## src/shared/msp_consts.svh

```systemverilog
// Offsets, field positions, reset values and size codes of the memory size and partition block.
// Function
// - Data RAM size register is a read-only byte count, 4 KB up to 64 KB.
// - Program flash size register is a read-only byte count, 16 KB up to 256 KB.
// - User flash base is writable in bits 19..11; bits 31..20 read zero.
// - Bits 10..0 of user flash base read zero, giving 2 KB steps.
// - Reset forces user flash base to zero, all flash kernel-owned.
`ifndef MSP_CONSTS_SVH
`define MSP_CONSTS_SVH

// ============================================================
// Register map.
`define MSP_ADDR_W 4
`define MSP_OFF_DATA_RAM_SIZE 4'h0
`define MSP_OFF_USER_FLASH_BASE 4'h4
`define MSP_OFF_PROGRAM_FLASH_SIZE 4'h8

// ============================================================
// Fields and reset values.
`define MSP_BASE_HI 19
`define MSP_BASE_LO 11
`define MSP_BASE_RESET 9'h000
`define MSP_RAM_4K 32'h0000_1000
`define MSP_RAM_8K 32'h0000_2000
`define MSP_RAM_16K 32'h0000_4000
`define MSP_RAM_32K 32'h0000_8000
`define MSP_RAM_64K 32'h0001_0000
`define MSP_FLASH_16K 32'h0000_4000
`define MSP_FLASH_32K 32'h0000_8000
`define MSP_FLASH_64K 32'h0001_0000
`define MSP_FLASH_128K 32'h0002_0000
`define MSP_FLASH_256K 32'h0004_0000

// ============================================================
// Bus answers.
`define MSP_RESP_OKAY 2'h0
`define MSP_RESP_SLVERR 2'h2

`endif

```

## src/shared/msp_pkg.sv

```systemverilog
// Types of the memory size and partition block.
package msp_pkg;
    typedef logic [31:0] msp_word_t;

    typedef struct packed {
        logic [1:0] resp;
        logic [31:0] data;
    } msp_rd_s;
endpackage : msp_pkg

```

## src/hdl/msp_regs.sv

```systemverilog
// AXI4-Lite register bank reporting memory sizes and the user flash base.
//
// Decided for this implementation: the AXI4-Lite register port and the register offsets.
`include "msp_consts.svh"

module msp_regs
    import msp_pkg::*;
#(
    parameter logic [31:0] RAM_SIZE = `MSP_RAM_32K,
    parameter logic [31:0] FLASH_SIZE = `MSP_FLASH_128K
) (
    // Clock and reset.
    input wire logic clk_sys_in,
    input wire logic rst_n_in,
    // Write address channel.
    input wire logic s_axi_awvalid_in,
    output logic s_axi_awready_out,
    input wire logic [`MSP_ADDR_W-1:0] s_axi_awaddr_in,
    // Write data channel.
    input wire logic s_axi_wvalid_in,
    output logic s_axi_wready_out,
    input wire logic [31:0] s_axi_wdata_in,
    input wire logic [3:0] s_axi_wstrb_in,
    // Write response channel.
    output logic s_axi_bvalid_out,
    input wire logic s_axi_bready_in,
    output logic [1:0] s_axi_bresp_out,
    // Read address channel.
    input wire logic s_axi_arvalid_in,
    output logic s_axi_arready_out,
    input wire logic [`MSP_ADDR_W-1:0] s_axi_araddr_in,
    // Read data channel.
    output logic s_axi_rvalid_out,
    input wire logic s_axi_rready_in,
    output logic [31:0] s_axi_rdata_out,
    output logic [1:0] s_axi_rresp_out,
    // Current partition boundary for the flash protection logic.
    output logic [31:0] user_flash_base_out
);

    // ============================================================
    // Address decode.
    function automatic logic is_mapped(input logic [`MSP_ADDR_W-1:0] a);
        logic r;
        r = 1'b0;
        if (a == `MSP_OFF_DATA_RAM_SIZE) begin
            r = 1'b1;
        end else if (a == `MSP_OFF_USER_FLASH_BASE) begin
            r = 1'b1;
        end else if (a == `MSP_OFF_PROGRAM_FLASH_SIZE) begin
            r = 1'b1;
        end
        return r;
    endfunction : is_mapped

    logic aw_held_q;
    logic w_held_q;
    logic [`MSP_ADDR_W-1:0] awaddr_q;
    logic [31:0] wdata_q;
    logic [3:0] wstrb_q;
    logic [8:0] base_q;
    logic [8:0] base_d;
    logic bvalid_q;
    logic [1:0] bresp_q;
    logic rvalid_q;
    msp_rd_s rd_q;
    msp_rd_s rd_d;
    logic wr_go;
    logic ar_go;
    msp_word_t base_word;
    logic awready_q;
    logic wready_q;
    logic arready_q;

    assign base_word = {12'h000, base_q, 11'h000};
    assign wr_go = aw_held_q && w_held_q && !bvalid_q;
    assign ar_go = s_axi_arvalid_in && !rvalid_q;

    assign s_axi_awready_out = awready_q;
    assign s_axi_wready_out = wready_q;
    assign s_axi_arready_out = arready_q;
    assign s_axi_bvalid_out = bvalid_q;
    assign s_axi_bresp_out = bresp_q;
    assign s_axi_rvalid_out = rvalid_q;
    assign s_axi_rdata_out = rd_q.data;
    assign s_axi_rresp_out = rd_q.resp;
    assign user_flash_base_out = base_word;

    // ============================================================
    // Write channel capture; address and data are taken in either order.
    // Ready flags are their own flip-flops so that no gate sits between a register and the bus.
    always_ff @(posedge clk_sys_in) begin
        if (!rst_n_in) begin
            aw_held_q <= 1'b0;
            awready_q <= 1'b1;
            awaddr_q <= '0;
        end else if (!aw_held_q && s_axi_awvalid_in) begin
            aw_held_q <= 1'b1;
            awready_q <= 1'b0;
            awaddr_q <= s_axi_awaddr_in;
        end else if (wr_go) begin
            aw_held_q <= 1'b0;
            awready_q <= 1'b1;
        end
    end

    always_ff @(posedge clk_sys_in) begin
        if (!rst_n_in) begin
            w_held_q <= 1'b0;
            wready_q <= 1'b1;
            wdata_q <= '0;
            wstrb_q <= '0;
        end else if (!w_held_q && s_axi_wvalid_in) begin
            w_held_q <= 1'b1;
            wready_q <= 1'b0;
            wdata_q <= s_axi_wdata_in;
            wstrb_q <= s_axi_wstrb_in;
        end else if (wr_go) begin
            w_held_q <= 1'b0;
            wready_q <= 1'b1;
        end
    end

    // ============================================================
    // User flash base; only bits 19..11 store, lanes 1 and 2 carry them.
    always_comb begin
        base_d = base_q;
        if (wr_go && awaddr_q == `MSP_OFF_USER_FLASH_BASE) begin
            if (wstrb_q[1]) begin
                base_d[4:0] = wdata_q[15:11];
            end
            if (wstrb_q[2]) begin
                base_d[8:5] = wdata_q[19:16];
            end
        end
    end

    always_ff @(posedge clk_sys_in) begin
        if (!rst_n_in) begin
            base_q <= `MSP_BASE_RESET;
        end else begin
            base_q <= base_d;
        end
    end

    // ============================================================
    // Write response; writes to read-only registers answer OKAY and store nothing.
    always_ff @(posedge clk_sys_in) begin
        if (!rst_n_in) begin
            bvalid_q <= 1'b0;
            bresp_q <= `MSP_RESP_OKAY;
        end else if (wr_go) begin
            bvalid_q <= 1'b1;
            bresp_q <= is_mapped(awaddr_q) ? `MSP_RESP_OKAY : `MSP_RESP_SLVERR;
        end else if (s_axi_bready_in) begin
            bvalid_q <= 1'b0;
        end
    end

    // ============================================================
    // Read path.
    always_comb begin
        rd_d.resp = `MSP_RESP_OKAY;
        rd_d.data = 32'h0000_0000;
        if (s_axi_araddr_in == `MSP_OFF_DATA_RAM_SIZE) begin
            rd_d.data = RAM_SIZE;
        end else if (s_axi_araddr_in == `MSP_OFF_USER_FLASH_BASE) begin
            rd_d.data = base_word;
        end else if (s_axi_araddr_in == `MSP_OFF_PROGRAM_FLASH_SIZE) begin
            rd_d.data = FLASH_SIZE;
        end else begin
            rd_d.resp = `MSP_RESP_SLVERR;
        end
    end

    always_ff @(posedge clk_sys_in) begin
        if (!rst_n_in) begin
            rvalid_q <= 1'b0;
            arready_q <= 1'b1;
            rd_q <= '0;
        end else if (ar_go) begin
            rvalid_q <= 1'b1;
            arready_q <= 1'b0;
            rd_q <= rd_d;
        end else if (s_axi_rready_in) begin
            rvalid_q <= 1'b0;
            arready_q <= 1'b1;
        end
    end
endmodule : msp_regs

```

## config.mk

```make
export PLATFORM = sky130hd
export DESIGN_NAME = msp_regs
export DESIGN_NICKNAME = d
export VERILOG_FILES = /design/src/shared/msp_pkg.sv /design/src/hdl/msp_regs.sv
export VERILOG_INCLUDE_DIRS = /design/src /design/src/shared
export SDC_FILE = /design/constraint.sdc
export NUM_CORES = 1
export LEC_CHECK = 0
export BUFFER_PORTS_ARGS = -buffer_cell sky130_fd_sc_hd__buf_2
export CAP_MARGIN = 30
export CORE_MARGIN = 5
export CORE_UTILIZATION = 42
export CTS_CLUSTER_SIZE = 10
export DETAILED_ROUTE_END_ITERATION = 12
export PLACE_DENSITY = 0.79
export SYNTH_ARGS = -nofsm -noshare
export SYNTH_HDL_FRONTEND = slang
export SYNTH_SLANG_ARGS = --single-unit
```

## constraint.sdc

```tcl
create_clock -name clk_sys_in -period 1.4 [get_ports clk_sys_in]
set_input_delay 0.07 -clock clk_sys_in [delete_from_list [all_inputs] [get_ports clk_sys_in]]
set_output_delay 0.07 -clock clk_sys_in [all_outputs]
set_load 0.1 [all_outputs]
```

* After elaboration in Yosys (flattened, before gate mapping)
Cells that the tools add are included.
** Storage, ports and cells
- Register bits after elaboration :: 79
- Output and inout port bits :: 73
** Operators by class
- Eq/ne operators :: 4
- Multiplexer cells :: 24
- Reduce and logical (&&, ||, !) cells :: 18
** Operators with widths (count)
- $mux 20 :: 2
- $mux 18 :: 1
- $mux 1 :: 17
- $eq 4x3->1 const B :: 2
- $eq 4x4->1 const B :: 2
- $logic_not 4->1 :: 2
- $mux 2 :: 4
- $reduce_bool 2->1 :: 4
- $logic_and 1x1->1 :: 6
- $logic_not 1->1 :: 4
- $reduce_and 2->1 :: 2

* Depth between registers and ports, before layout
Gate-level depths: netlist of the first run.
- Depth in word-level cells :: 7
- Mapped depth :: 4

* Worst setup path before layout of the first run
OpenSTA, ideal clock, no wires.
- Path kind :: reg2reg
- From :: register bvalid_q, in the netlist s_axi_bvalid_out
- To :: register base_q[0]
- Setup time :: 120 ps
- Data arrival time :: 1662 ps
- Required time :: 1280 ps
- Setup slack :: -382 ps
- Cell stages (with the launch flop) :: 5
- Buffers on the path :: 1
- Clock period less this slack :: 1782 ps
- Cells stage by stage :: dfxtp_1 -> and3b_1 -> and3_1 -> buf_4 -> mux2i_1
** On the way
- Cells in the longest elaborated chain, start to end :: 4
** RTL lines
- start, declared :: line msp_regs.sv:63 : logic bvalid_q;
- start signal, assigned :: line msp_regs.sv:150 : bvalid_q <= 1'b0;
- start signal, assigned :: line msp_regs.sv:153 : bvalid_q <= 1'b1;
- start signal, assigned :: line msp_regs.sv:156 : bvalid_q <= 1'b0;
- $logic_not 1->1 :: line msp_regs.sv:76 : assign wr_go = aw_held_q && w_held_q && !bvalid_q;
- $logic_and 1x1->1 :: line msp_regs.sv:76
- $logic_and 1x1->1 (no source line)
- $reduce_and 2->1 (no source line)
- end signal, assigned :: line msp_regs.sv:140 : base_q <= `MSP_BASE_RESET;
- end signal, assigned :: line msp_regs.sv:142 : base_q <= base_d;
- end, declared :: line msp_regs.sv:61 : logic [8:0] base_q;
No other way between the ends.
A chain may end at the register's enable or synchronous reset.

* Final worst setup path of the first run
- From :: register awaddr_q[3]
- To :: register base_q[7]
** On the way
- Cells in the longest elaborated chain, start to end :: 3
** RTL lines
- start, declared :: line msp_regs.sv:58 : logic [`MSP_ADDR_W-1:0] awaddr_q;
- start signal, assigned :: line msp_regs.sv:100 : awaddr_q <= s_axi_awaddr_in;
- $eq 4x3->1 (no source line)
- $logic_and 1x1->1 (no source line)
- $reduce_and 2->1 (no source line)
No other way between the ends.

==> impl_results.md, run 1 <==
- Max Cap Violations: 0
- Post-layout power: 3.07 mW
- End point of the worst hold path: wdata_q[13]$_SDFFE_PN0P_
- Die Ht: 78.1 um
- Congestion Overflow GR: 0
- Maximum cell stage delay along the critical path: 0.34 ns
- Cell area after layout: 2190 um2
- Quantity of I/O buffers inserted on ports: 50
- Global Route met1 Usage: between 10% and 20%
- Placed Instance Area: 2070 um2
- Least setup slack across all paths after layout: between 0.1 and 0.15 ns
- Final critical delay including setup and external delays: 1.26 ns
- Total GRT Usage: between 10% and 20%
- Vias per Instance: 4.33
- Post-DR wirelength/cell: about 12 um
- Worst setup slack after placement: 0.0651 ns
- HP Class: in -> reg
- Cells after Synth: ~230
- Number of synthesized register bits: 42
- Cells on worst reg2reg path: 3
- Slew Limit Fails: 0
- Leakage component of the power: about 1.0 nW
- Crit start category: register
- Sequential area share after synthesis: between 40% and 50%
- Reg-to-reg setup timing slack: ~0.14 ns
- Root Driver: sky130_fd_sc_hd__clkbuf_8
- Clock buffers created by TritonCTS: 5
- Number of clock sinks: 42
- Pre-Repair DR Iteration Count: 4
- Peak clock frequency supported by timing: about 790 MHz
- Crit path required time: 1.62 ns
- Warning count from the yosys run: 0
- Number of antenna violations at the first check in global routing: 0
- Sum of negative setup slack: 0 ns
- Net count, final: 327
- Count of final setup violators: 0
- Width of the chip: roughly 80 um
- Total setup buffers inserted after CTS: 0
- Number of distinct standard cells referenced by the synthesized netlist: 25
- Effective utilization at floorplan: 44.1%
- Number of remaining DRC errors: 0
- Cell Chain, Critical Path: nor4b_2 > and3_1 > mux2i_1
- Endpoint class of the critical path: register
- Crit Path Max Fanout: 4
- Measured slew at the worst slew-check pin: 0.574 ns
- Layout cells sized above 1: about a quarter
- Met2 Use GR: 21.6%
- Starting DRT DRC Count: 64
- Worst-Skew Late Latency: 0.29 ns
- TritonCTS clock tree: built
- Count of buffer and inverter cells on the critical path: 0
- Maximum number of pins on one net before global-route repair: 28
- Number of antenna cells inserted: 0
- Longest Clk Path Bufs: 2
- Number of cells on the critical path: 3
- Syn avg cell area: 8.66 um2
- Ports placed on the boundary: 124
- Mapped Area: 1950 um2
- Hold Path Depth: 3
- Kind of cell adding the most delay to the critical path: simple AND/OR/NAND/NOR gates
- Global placement routability congestion: between 0.7 and 0.8
- Maximum level of the CTS H-tree: 2
- Core ar.: 4410 um2
- Worst-case clock skew: 0.00698 ns
- RSZ-0062 raised after global routing: false
- Detailed placement HPWL: a little over 3 mm
- Worst hold start: s_axi_wdata_in[13]
- Outcome: finished clean
- Routing usage on met3: between 5 and 6%
- Worst reg2reg path startpoint: awaddr_q[3]$_SDFFE_PN0P_
- Area added between synthesis and finish: 12.3%
- VDD IR max: 0.423 mV
- Residual antenna-violating net count after detailed routing: 0
- Rows: 24
- GR peak layer: met2
- Worst Setup Path Type: reg -> reg
- Clock-pin slew on the worst setup and hold paths: ~0.080 ns
- Total Die Area: 6100 um2
- Final worst-path cycle share: 90.1%
- Number of global-route vias before repair: around 1300
- Max-Slew Margin vs Limit: slightly above 60%
- Total vias in the final route: 1425
- Reg2reg end: base_q[7]$_SDFFE_PN0P_
- Cell Pwr Density: 1400 nW/um2
- Endpoint arrival time on the critical path: 1.48 ns
- Total detailed-routing wirelength: 3.84 mm
- Hold Fails Final Rpt: 0
- Wire length of the first global-routing pass: approximately 6 mm
- Cell with the biggest individual delay on the critical path: sky130_fd_sc_hd__dfxtp_1
[metrics by stage]
| stage | util (%) | instances | hold slack, ns |
|---|---|---|---|
| 6_report | 49.6 | 329 | 0.0102 |
| 3_5_place_dp | 46.9 | 320 | 0.294 |
| 3_3_place_gp | 46.9 | 320 | 0.287 |
| 2_1_floorplan | - | 272 | 0.186 |
| 4_1_cts | 49.5 | 329 | 0.00138 |
| 5_1_grt | 49.6 | 329 | 0.000957 |
[metal layers]
metal	vias up	wire, um
met4	0	61
met3	5	455
met5	-	0
li1	740	-
met2	59	1840
met1	621	1480
[synthesized netlist by cell type]
library cell / n / area [um2]
sky130_fd_sc_hd__a21oi_1: 14 / 70.1
sky130_fd_sc_hd__inv_2: 1 / 3.75
sky130_fd_sc_hd__nor4b_2: 1 / 15.0
sky130_fd_sc_hd__and3_1: 2 / 12.5
sky130_fd_sc_hd__nand3_1: 1 / 5.00
sky130_fd_sc_hd__nor4b_4: 1 / 23.8
sky130_fd_sc_hd__a21o_1: 2 / 15.0
sky130_fd_sc_hd__a211oi_1: 2 / 15.0
sky130_fd_sc_hd__o21ai_1: 1 / 5.00
sky130_fd_sc_hd__mux2i_1: 13 / 130
sky130_fd_sc_hd__nand2_1: 43 / 161
sky130_fd_sc_hd__clkbuf_1: 5 / 18.8
sky130_fd_sc_hd__nor2b_1: 4 / 25.0
sky130_fd_sc_hd__or2b_1: 1 / 7.51
sky130_fd_sc_hd__nor2_1: 18 / 67.6
sky130_fd_sc_hd__and3b_1: 1 / 8.76
sky130_fd_sc_hd__buf_4: 50 / 375
sky130_fd_sc_hd__conb_1: 1 / 3.75
sky130_fd_sc_hd__a221oi_1: 1 / 8.76
sky130_fd_sc_hd__buf_2: 4 / 20.0
sky130_fd_sc_hd__a32oi_1: 8 / 70.1
sky130_fd_sc_hd__dfxtp_1: 42 / 841
sky130_fd_sc_hd__o21ai_0: 1 / 5.00
sky130_fd_sc_hd__inv_1: 4 / 15.0
sky130_fd_sc_hd__nand2b_1: 4 / 25.0
[tightest hold or removal path, stage by stage]
cell and delay [ns]:
sky130_fd_sc_hd__buf_2 0.09, sky130_fd_sc_hd__nand2_1 0.04, sky130_fd_sc_hd__a21oi_1 0.05
[final cells by class]
cell class / instances / area, um2
clock buffer: 5 / 68.8
clock inverter: 3 / 40.0
fill: 460 / 2230
inverter: 5 / 18.8
multi-input combinational: 166 / 852
sequential: 42 / 846
tap: 52 / 65.1
timing repair buffer: 56 / 298
[cells by family after synthesis]
| family | count (synthesis) | share of synthesized area (%) |
|---|---|---|
| compound gates | 29 | 9.70 |
| buf+inv | 64 | 22.2 |
| flops | 42 | 43.2 |
| mux | 13 | 6.68 |
| other cells | 1 | 0.192 |
| simple gates | 76 | 18.0 |
[repair_timing]
| item | in CTS | in global routing |
|---|---|---|
| gates resized for setup | 0 | 1 |
| endpoints found under the setup margin | 0 | 2 |
| hold endpoints to repair | 1 | 0 |
| hold buffers | 1 | 0 |
[where the power goes]
| part | internal [mW] | leakage (nW) | switching (mW) |
|---|---|---|---|
| Clock | 0.524 | 0.0579 | 0.397 |
| Sequential | 1.24 | 0.344 | 0.0271 |
| Combinational | 0.0968 | 0.639 | 0.785 |
[cell usage in the layout (no fill, tap or decap), types with 4 or more instances in the layout]
cell type	n
sky130_fd_sc_hd__clkbuf_8	5
sky130_fd_sc_hd__conb_1	48
sky130_fd_sc_hd__dfxtp_1	40
sky130_fd_sc_hd__buf_4	5
sky130_fd_sc_hd__a32oi_1	8
sky130_fd_sc_hd__a21oi_1	14
sky130_fd_sc_hd__nor2_1	18
sky130_fd_sc_hd__nor2b_1	4
sky130_fd_sc_hd__buf_2	50
sky130_fd_sc_hd__nand2_1	43
sky130_fd_sc_hd__nand2b_1	4
sky130_fd_sc_hd__inv_1	4
sky130_fd_sc_hd__mux2i_1	13
[worst max path at each step]
| stage | from | to | slack, ns |
|---|---|---|---|
| after global placement | awaddr_q[3]$_SDFFE_PN0P_ | base_q[2]$_SDFFE_PN0P_ | 0.09 |
| after detailed placement | awaddr_q[3]$_SDFFE_PN0P_ | base_q[2]$_SDFFE_PN0P_ | 0.07 |
| after floorplan | base_q[4]$_SDFFE_PN0P_ | s_axi_rdata_out[15]$_SDFFE_PN0P_ | 0.01 |
| final | awaddr_q[3]$_SDFFE_PN0P_ | base_q[7]$_SDFFE_PN0P_ | 0.14 |
| after CTS | awaddr_q[3]$_SDFFE_PN0P_ | base_q[2]$_SDFFE_PN0P_ | 0.04 |
| after global routing | awaddr_q[3]$_SDFFE_PN0P_ | base_q[7]$_SDFFE_PN0P_ | 0.04 |
[sequential cells by signal, indices dropped and copies added, names as in the netlist]
name / flops
base_q: 9
s_axi_bvalid_out: 1
s_axi_awready_out: 1
w_held_q: 1
awaddr_q: 4
wdata_q: 9
aw_held_q: 1
s_axi_rdata_out: 9
s_axi_arready_out: 1
s_axi_rvalid_out: 1
s_axi_rresp_out: 1
s_axi_bresp_out: 1
wstrb_q: 2
s_axi_wready_out: 1
No activity file was read; power rests on OpenSTA's default activity.
==> run 2: changes to the inputs <==
--- a/config.mk
+++ b/config.mk
@@ -6,12 +6,14 @@
 export SDC_FILE = /design/constraint.sdc
 export NUM_CORES = 1
 export LEC_CHECK = 0
+export ABC_CLOCK_PERIOD_IN_PS = 1400
 export BUFFER_PORTS_ARGS = -buffer_cell sky130_fd_sc_hd__buf_2
 export CAP_MARGIN = 30
 export CORE_MARGIN = 5
 export CORE_UTILIZATION = 42
 export CTS_CLUSTER_SIZE = 10
 export DETAILED_ROUTE_END_ITERATION = 12
+export MAX_ROUTING_LAYER = met4
 export PLACE_DENSITY = 0.79
 export SYNTH_ARGS = -nofsm -noshare
 export SYNTH_HDL_FRONTEND = slang
==> impl_results.md, run 2 (synthesized netlist as in run 1, its figures left out) <==
- Outcome: finished clean
- Max-Slew Margin vs Limit: 61.6% (unchanged)
- Congestion Overflow GR: 0 (unchanged)
- DRT met1 WL: 1.53 mm (+3.1%)
- Global placement routability congestion: 0.733 (+1.2%)
- Vias per Instance: 4.33 (unchanged)
- Width of the chip: 78.1 um (unchanged)
- Detailed placement HPWL: 3.03 mm (unchanged)
- HP Class: in -> reg
- Number of instances in the placed design: 320 (unchanged)
- Maximum number of pins on one net before global-route repair: 28 (unchanged)
- Count of final setup violators: 0 (unchanged)
- Number of antenna violations at the first check in global routing: 0 (unchanged)
- Die Ht: 78.1 um (unchanged)
- Uppermost routed layer: met4
- Wire length of the first global-routing pass: 6.14 mm (unchanged)
- Ports placed on the boundary: 124 (unchanged)
- Net count, final: 327 (unchanged)
- Commonest cells after routing, fill and taps aside: sky130_fd_sc_hd__buf_2, sky130_fd_sc_hd__conb_1, sky130_fd_sc_hd__nand2_1
- Total GRT Usage: 12.8% (+0.36 points)
- Cell with the biggest individual delay on the critical path: sky130_fd_sc_hd__dfxtp_1
- Final instance count without filler cells: 329 (unchanged)
- Cell Chain, Critical Path: nor4b_2 > and3_1 > mux2i_1
- Post-DR wirelength/cell: 11.7 um (about the same)
- Worst setup slack after placement: 0.0651 ns (unchanged)
- Starting DRT DRC Count: 78 (+22%)
- Wire length on met2: 1.84 mm (about the same)
- Crit Path Max Fanout: 4 (unchanged)
- Number of clock sinks: 42 (unchanged)
- Crit path required time: 1.62 ns (about the same)
- Final worst-path cycle share: 90.1% (about the same)
- Least setup slack across all paths after layout: 0.138 ns (+0.0000680 ns)
- Count of buffer and inverter cells on the critical path: 0 (unchanged)
- Met3 WL: 410 um (-9.9%)
- Peak clock frequency supported by timing: 793 MHz (about the same)
- Maximum level of the CTS H-tree: 2 (unchanged)
- Pre-Repair DR Iteration Count: 4 (unchanged)
- Fill cells: 460 (unchanged)
- Number of antenna cells inserted: 0 (unchanged)
- Sum of negative setup slack: 0 ns (unchanged)
- Crit start category: register
- Area added between synthesis and finish: 12.3% (unchanged)
- Most frequent standard cell in the layout excluding fill and tap cells: sky130_fd_sc_hd__buf_2
- RSZ-0062 raised after global routing: false
- Endpoint class of the critical path: register
- Kind of cell adding the most delay to the critical path: simple AND/OR/NAND/NOR gates
- Total detailed-routing wirelength: 3.84 mm (about the same)
- Cell Pwr Density: 1400 nW/um2 (unchanged)
- VDD IR max: 0.423 mV (about the same)
- Maximum cell stage delay along the critical path: 0.34 ns (about the same)
- Rows: 24 (unchanged)
- TritonCTS clock tree: built
- Longest Clk Path Bufs: 2 (unchanged)
- Leakage component of the power: 1.04 nW (unchanged)
- Endpoint arrival time on the critical path: 1.48 ns (about the same)
- Number of global-route vias before repair: 1336 (unchanged)
- Worst-Skew Late Latency: 0.29 ns (about the same)
- Effective utilization at floorplan: 44.1% (unchanged)
- Number of remaining DRC errors: 0 (unchanged)
- Slew Limit Fails: 0 (unchanged)
- Root Driver: sky130_fd_sc_hd__clkbuf_8
- Total Die Area: 6100 um2 (unchanged)
- Final critical delay including setup and external delays: 1.26 ns (-0.0000680 ns)
- Core ar.: 4410 um2 (unchanged)
- Total vias in the final route: 1425 (unchanged)
- Clock-pin slew on the worst setup and hold paths: 0.08 ns (about the same)
- Worst-case clock skew: 0.00700 ns (+0.0000231 ns)
- Residual antenna-violating net count after detailed routing: 0 (unchanged)
- Measured slew at the worst slew-check pin: 0.574 ns (unchanged)
- Quantity of I/O buffers inserted on ports: 50 (unchanged)
- Max Cap Violations: 0 (unchanged)
- Worst Setup Path Type: reg -> reg
- Hold Fails Final Rpt: 0 (unchanged)
- Clock buffers created by TritonCTS: 5 (unchanged)
- Layout cells sized above 1: 24.9% (unchanged)
==> run 2: cell counts in the layout (fill, tap and decap cells not counted) <==
No cell type changed its count.
==> run 2: path summary, 6_finish.rpt <==
check | startpoint | to | slack, ns | cells past startpoint
max reg2reg | awaddr_q[3]$_SDFFE_PN0P_ | base_q[7]$_SDFFE_PN0P_ | 0.14 | 3
min | s_axi_wdata_in[13] | wdata_q[13]$_SDFFE_PN0P_ | 0.01 | 3
max | awaddr_q[3]$_SDFFE_PN0P_ | base_q[7]$_SDFFE_PN0P_ | 0.14 | 3
min reg2reg | wdata_q[16]$_SDFFE_PN0P_ | wdata_q[16]$_SDFFE_PN0P_ | 0.46 | 2
==> run 2: layout make-up <==
| type | count | area (um2) | share of cell area, % |
|---|---|---|---|
| multi-input combinational | 166 | 852 | 38.9 |
| sequential | 42 | 846 | 38.7 |
| timing repair buffer | 56 | 298 | 13.6 |
| clock buffer | 5 | 68.8 | 3.14 |
| tap | 52 | 65.1 | 2.97 |
| clock inverter | 3 | 40.0 | 1.83 |
| inverter | 5 | 18.8 | 0.858 |
==> run 2: metrics by stage <==
stage	hold WS, ns	utilization (%)	power, mW	cell area (um2)
finish	0.0103	49.6	3.07	2190
global route	0.000952	49.6	3.19	2190
CTS	0.00138	49.5	3.10	2190
detailed placement	0.294	46.9	2.17	2070
global placement	0.287	46.9	2.17	2070
floorplan	0.186	-	2.19	2130
==> run 2: worst register-to-register path: cells and delay by family, from the launching register on <==
kind             cells  cell delay, ns
muxes                1            0.22
DFF                  1            0.34
and+or+nand+nor      2            0.63
==> run 2: per-layer routing <==
metal / up-vias / track usage (%)
met1: 621 / 13.6
li1: 740 / -
met5: - / -
met4: 0 / 5.07
met2: 59 / 21.6
met3: 5 / 4.58
==> run 2: power breakdown <==
part | internal, mW | switching (mW)
clock | 0.524 | 0.397
combinational | 0.0968 | 0.785
sequential | 1.24 | 0.0271
total | 1.86 | 1.21
==> run 2: what timing repair did <==
item                                   CTS  global route
buffers inserted                         0             0
setup endpoints to repair                0             2
resized for setup                        0             1
hold buffers                             1             0
endpoints found under the hold margin    1             0
==> run 3: changes to the inputs <==
--- a/config.mk
+++ b/config.mk
@@ -7,7 +7,7 @@
 export NUM_CORES = 1
 export LEC_CHECK = 0
 export ABC_CLOCK_PERIOD_IN_PS = 1400
-export BUFFER_PORTS_ARGS = -buffer_cell sky130_fd_sc_hd__buf_2
+export BUFFER_PORTS_ARGS = -buffer_cell sky130_fd_sc_hd__buf_4
 export CAP_MARGIN = 30
 export CORE_MARGIN = 5
 export CORE_UTILIZATION = 42
==> impl_results.md, run 3 (synthesized netlist as in run 1, its figures left out) <==
- Outcome: finished clean
- Sum of negative setup slack: 0 ns (unchanged)
- Resized cells post-CTS: 0 (unchanged)
- Critical Path Source: awaddr_q[3]$_SDFFE_PN0P_
- Endpoint class of the critical path: register
- Worst hold start: s_axi_wstrb_in[2]
- Pre-Repair DR Iteration Count: 4 (unchanged)
- Root Driver: sky130_fd_sc_hd__clkbuf_8
- RSZ-0062 raised after global routing: false
- Number of global-route vias before repair: 1391 (+4.1%)
- Maximum cell stage delay along the critical path: 0.40 ns (+0.06 ns)
- Multi-input logic area: 851 um2 (-0.15%)
- Total vias in the final route: 1455 (+2.1%)
- Starting DRT DRC Count: 51 (-35%)
- HP Class: in -> reg
- Congestion Overflow GR: 0 (unchanged)
- Total Die Area: 6100 um2 (unchanged)
- Quantity of I/O buffers inserted on ports: 50 (unchanged)
- Width of the chip: 78.1 um (unchanged)
- Crit Path Max Fanout: 5 (+1)
- Detailed placement HPWL: 3.07 mm (+1.1%)
- Slew Limit Fails: 0 (unchanged)
- Net count, final: 327 (unchanged)
- Die Ht: 78.1 um (unchanged)
- Commonest cells after routing, fill and taps aside: sky130_fd_sc_hd__buf_4, sky130_fd_sc_hd__conb_1, sky130_fd_sc_hd__nand2_1
- Number of clock sinks: 42 (unchanged)
- Layout cells sized above 1: 23.8% (-1.1 points)
- Number of remaining DRC errors: 0 (unchanged)
- VDD IR max: 0.498 mV (+18%)
- Number of antenna cells inserted: 0 (unchanged)
- Cell Chain, Critical Path: nor4b_2 > and3_1 > mux2i_1
- Worst-Skew Late Latency: 0.29 ns (about the same)
- Worst reg2reg path startpoint: awaddr_q[3]$_SDFFE_PN0P_
- Endpoint arrival time on the critical path: 1.59 ns (+0.11 ns)
- Post-Route Utilization: 52.0% (+2.5 points)
- Peak clock frequency supported by timing: 734 MHz (-7.4%)
- Reg-to-reg setup timing slack: 0.04 ns (-0.10 ns)
- Most frequent standard cell in the layout excluding fill and tap cells: sky130_fd_sc_hd__buf_4
- Wire length of the first global-routing pass: 6.22 mm (+1.2%)
- Measured slew at the worst slew-check pin: 0.562 ns (-0.0124 ns)
- Cell Pwr Density: 1290 nW/um2 (-7.8%)
- Total GRT Usage: 12.8% (+0.024 points)
- Cell with the biggest individual delay on the critical path: sky130_fd_sc_hd__and3_1
- Ports placed on the boundary: 124 (unchanged)
- Total setup buffers inserted after CTS: 0 (unchanged)
- Post-DR wirelength/cell: 12.0 um (+2.5%)
- Worst-case clock skew: 0.00470 ns (-0.00230 ns)
- Global placement routability congestion: 0.740 (+0.89%)
- TritonCTS clock tree: built
- Maximum level of the CTS H-tree: 2 (unchanged)
- Rows: 24 (unchanged)
- Hold Fails Final Rpt: 0 (unchanged)
- Post-layout power: 2.97 mW (-3.2%)
- Vias per Instance: 4.42 (+2.1%)
- Cells on worst reg2reg path: 3 (unchanged)
- Reg2reg end: base_q[2]$_SDFFE_PN0P_
- Longest Clk Path Bufs: 2 (unchanged)
- Clock-pin slew on the worst setup and hold paths: 0.08 ns (about the same)
- Effective utilization at floorplan: 44.1% (unchanged)
- Placed Instance Area: 2190 um2 (+5.7%)
- Hold Path Depth: 3 (unchanged)
- Count of final setup violators: 0 (unchanged)
- Number of antenna violations at the first check in global routing: 0 (unchanged)
- Register area: 846 um2 (unchanged)
- Critical path endpoint: base_q[2]$_SDFFE_PN0P_
- Max Cap Violations: 0 (unchanged)
- Worst Setup Path Type: reg -> reg
- Leakage component of the power: 1.06 nW (+1.4%)
- Final worst-path cycle share: 97.3% (+7.2 points)
- Maximum number of pins on one net before global-route repair: 28 (unchanged)
- Residual antenna-violating net count after detailed routing: 0 (unchanged)
- Clock buffers created by TritonCTS: 5 (unchanged)
- Final critical delay including setup and external delays: 1.36 ns (+0.101 ns)
- Max-Slew Margin vs Limit: 62.5% (+0.83 points)
- Fill cells: 432 (-6.1%)
- Crit path required time: 1.62 ns (about the same)
- Total of hold buffers inserted after clock tree synthesis: 2 (+1)
- Crit start category: register
- Area added between synthesis and finish: 17.9%
- Core ar.: 4410 um2 (unchanged)
- Cell area after layout: 2300 um2 (+5.0%)
- Total detailed-routing wirelength: 3.94 mm (+2.5%)
-- run 3: through the flow --
step           setup WS, ns  hold WS (ns)  instances
3_3_place_gp         0.0867         0.284        319
3_5_place_dp         0.0576         0.288        319
2_1_floorplan        0.0117         0.186        272
5_1_grt              0.0118        0.0135        329
6_report             0.0372        0.0208        329
4_1_cts              0.0349        0.0122        329
-- run 3: area by class of cell --
type	count	area share [%]
timing repair buffer	56	18.5
sequential	42	36.8
multi-input combinational	166	37.0
inverter	5	0.817
clock buffer	7	3.76
tap	52	2.83
clock inverter	1	0.218
-- run 3: worst min path at each step --
stage	end	slack, ns
6_report	wstrb_q[2]$_SDFFE_PN0P_	0.02
4_1_cts	wdata_q[11]$_SDFFE_PN0P_	0.01
2_1_floorplan	aw_held_q$_SDFFE_PN0P_	0.19
3_3_place_gp	aw_held_q$_SDFFE_PN0P_	0.28
3_5_place_dp	aw_held_q$_SDFFE_PN0P_	0.29
5_1_grt	wdata_q[13]$_SDFFE_PN0P_	0.01
-- run 3: critical path, delay by kind of cell (launching register included) --
family        cells  cell delay [ns]
flops             1             0.34
mux               1             0.23
simple gates      2             0.73
-- run 3: per-layer routing --
metal | GRT usage, % | vias up | share of wire [%]
met3 | 4.81 | 5 | 9.9
met4 | 5.07 | 0 | 1.1
li1 | - | 743 | -
met2 | 21.9 | 62 | 49
met5 | - | - | 0
met1 | 13.3 | 645 | 40
-- run 3: power by group --
group          switching, mW  internal [mW]
clock network          0.397          0.398
logic                  0.786          0.125
registers             0.0281           1.24
total                   1.21           1.76
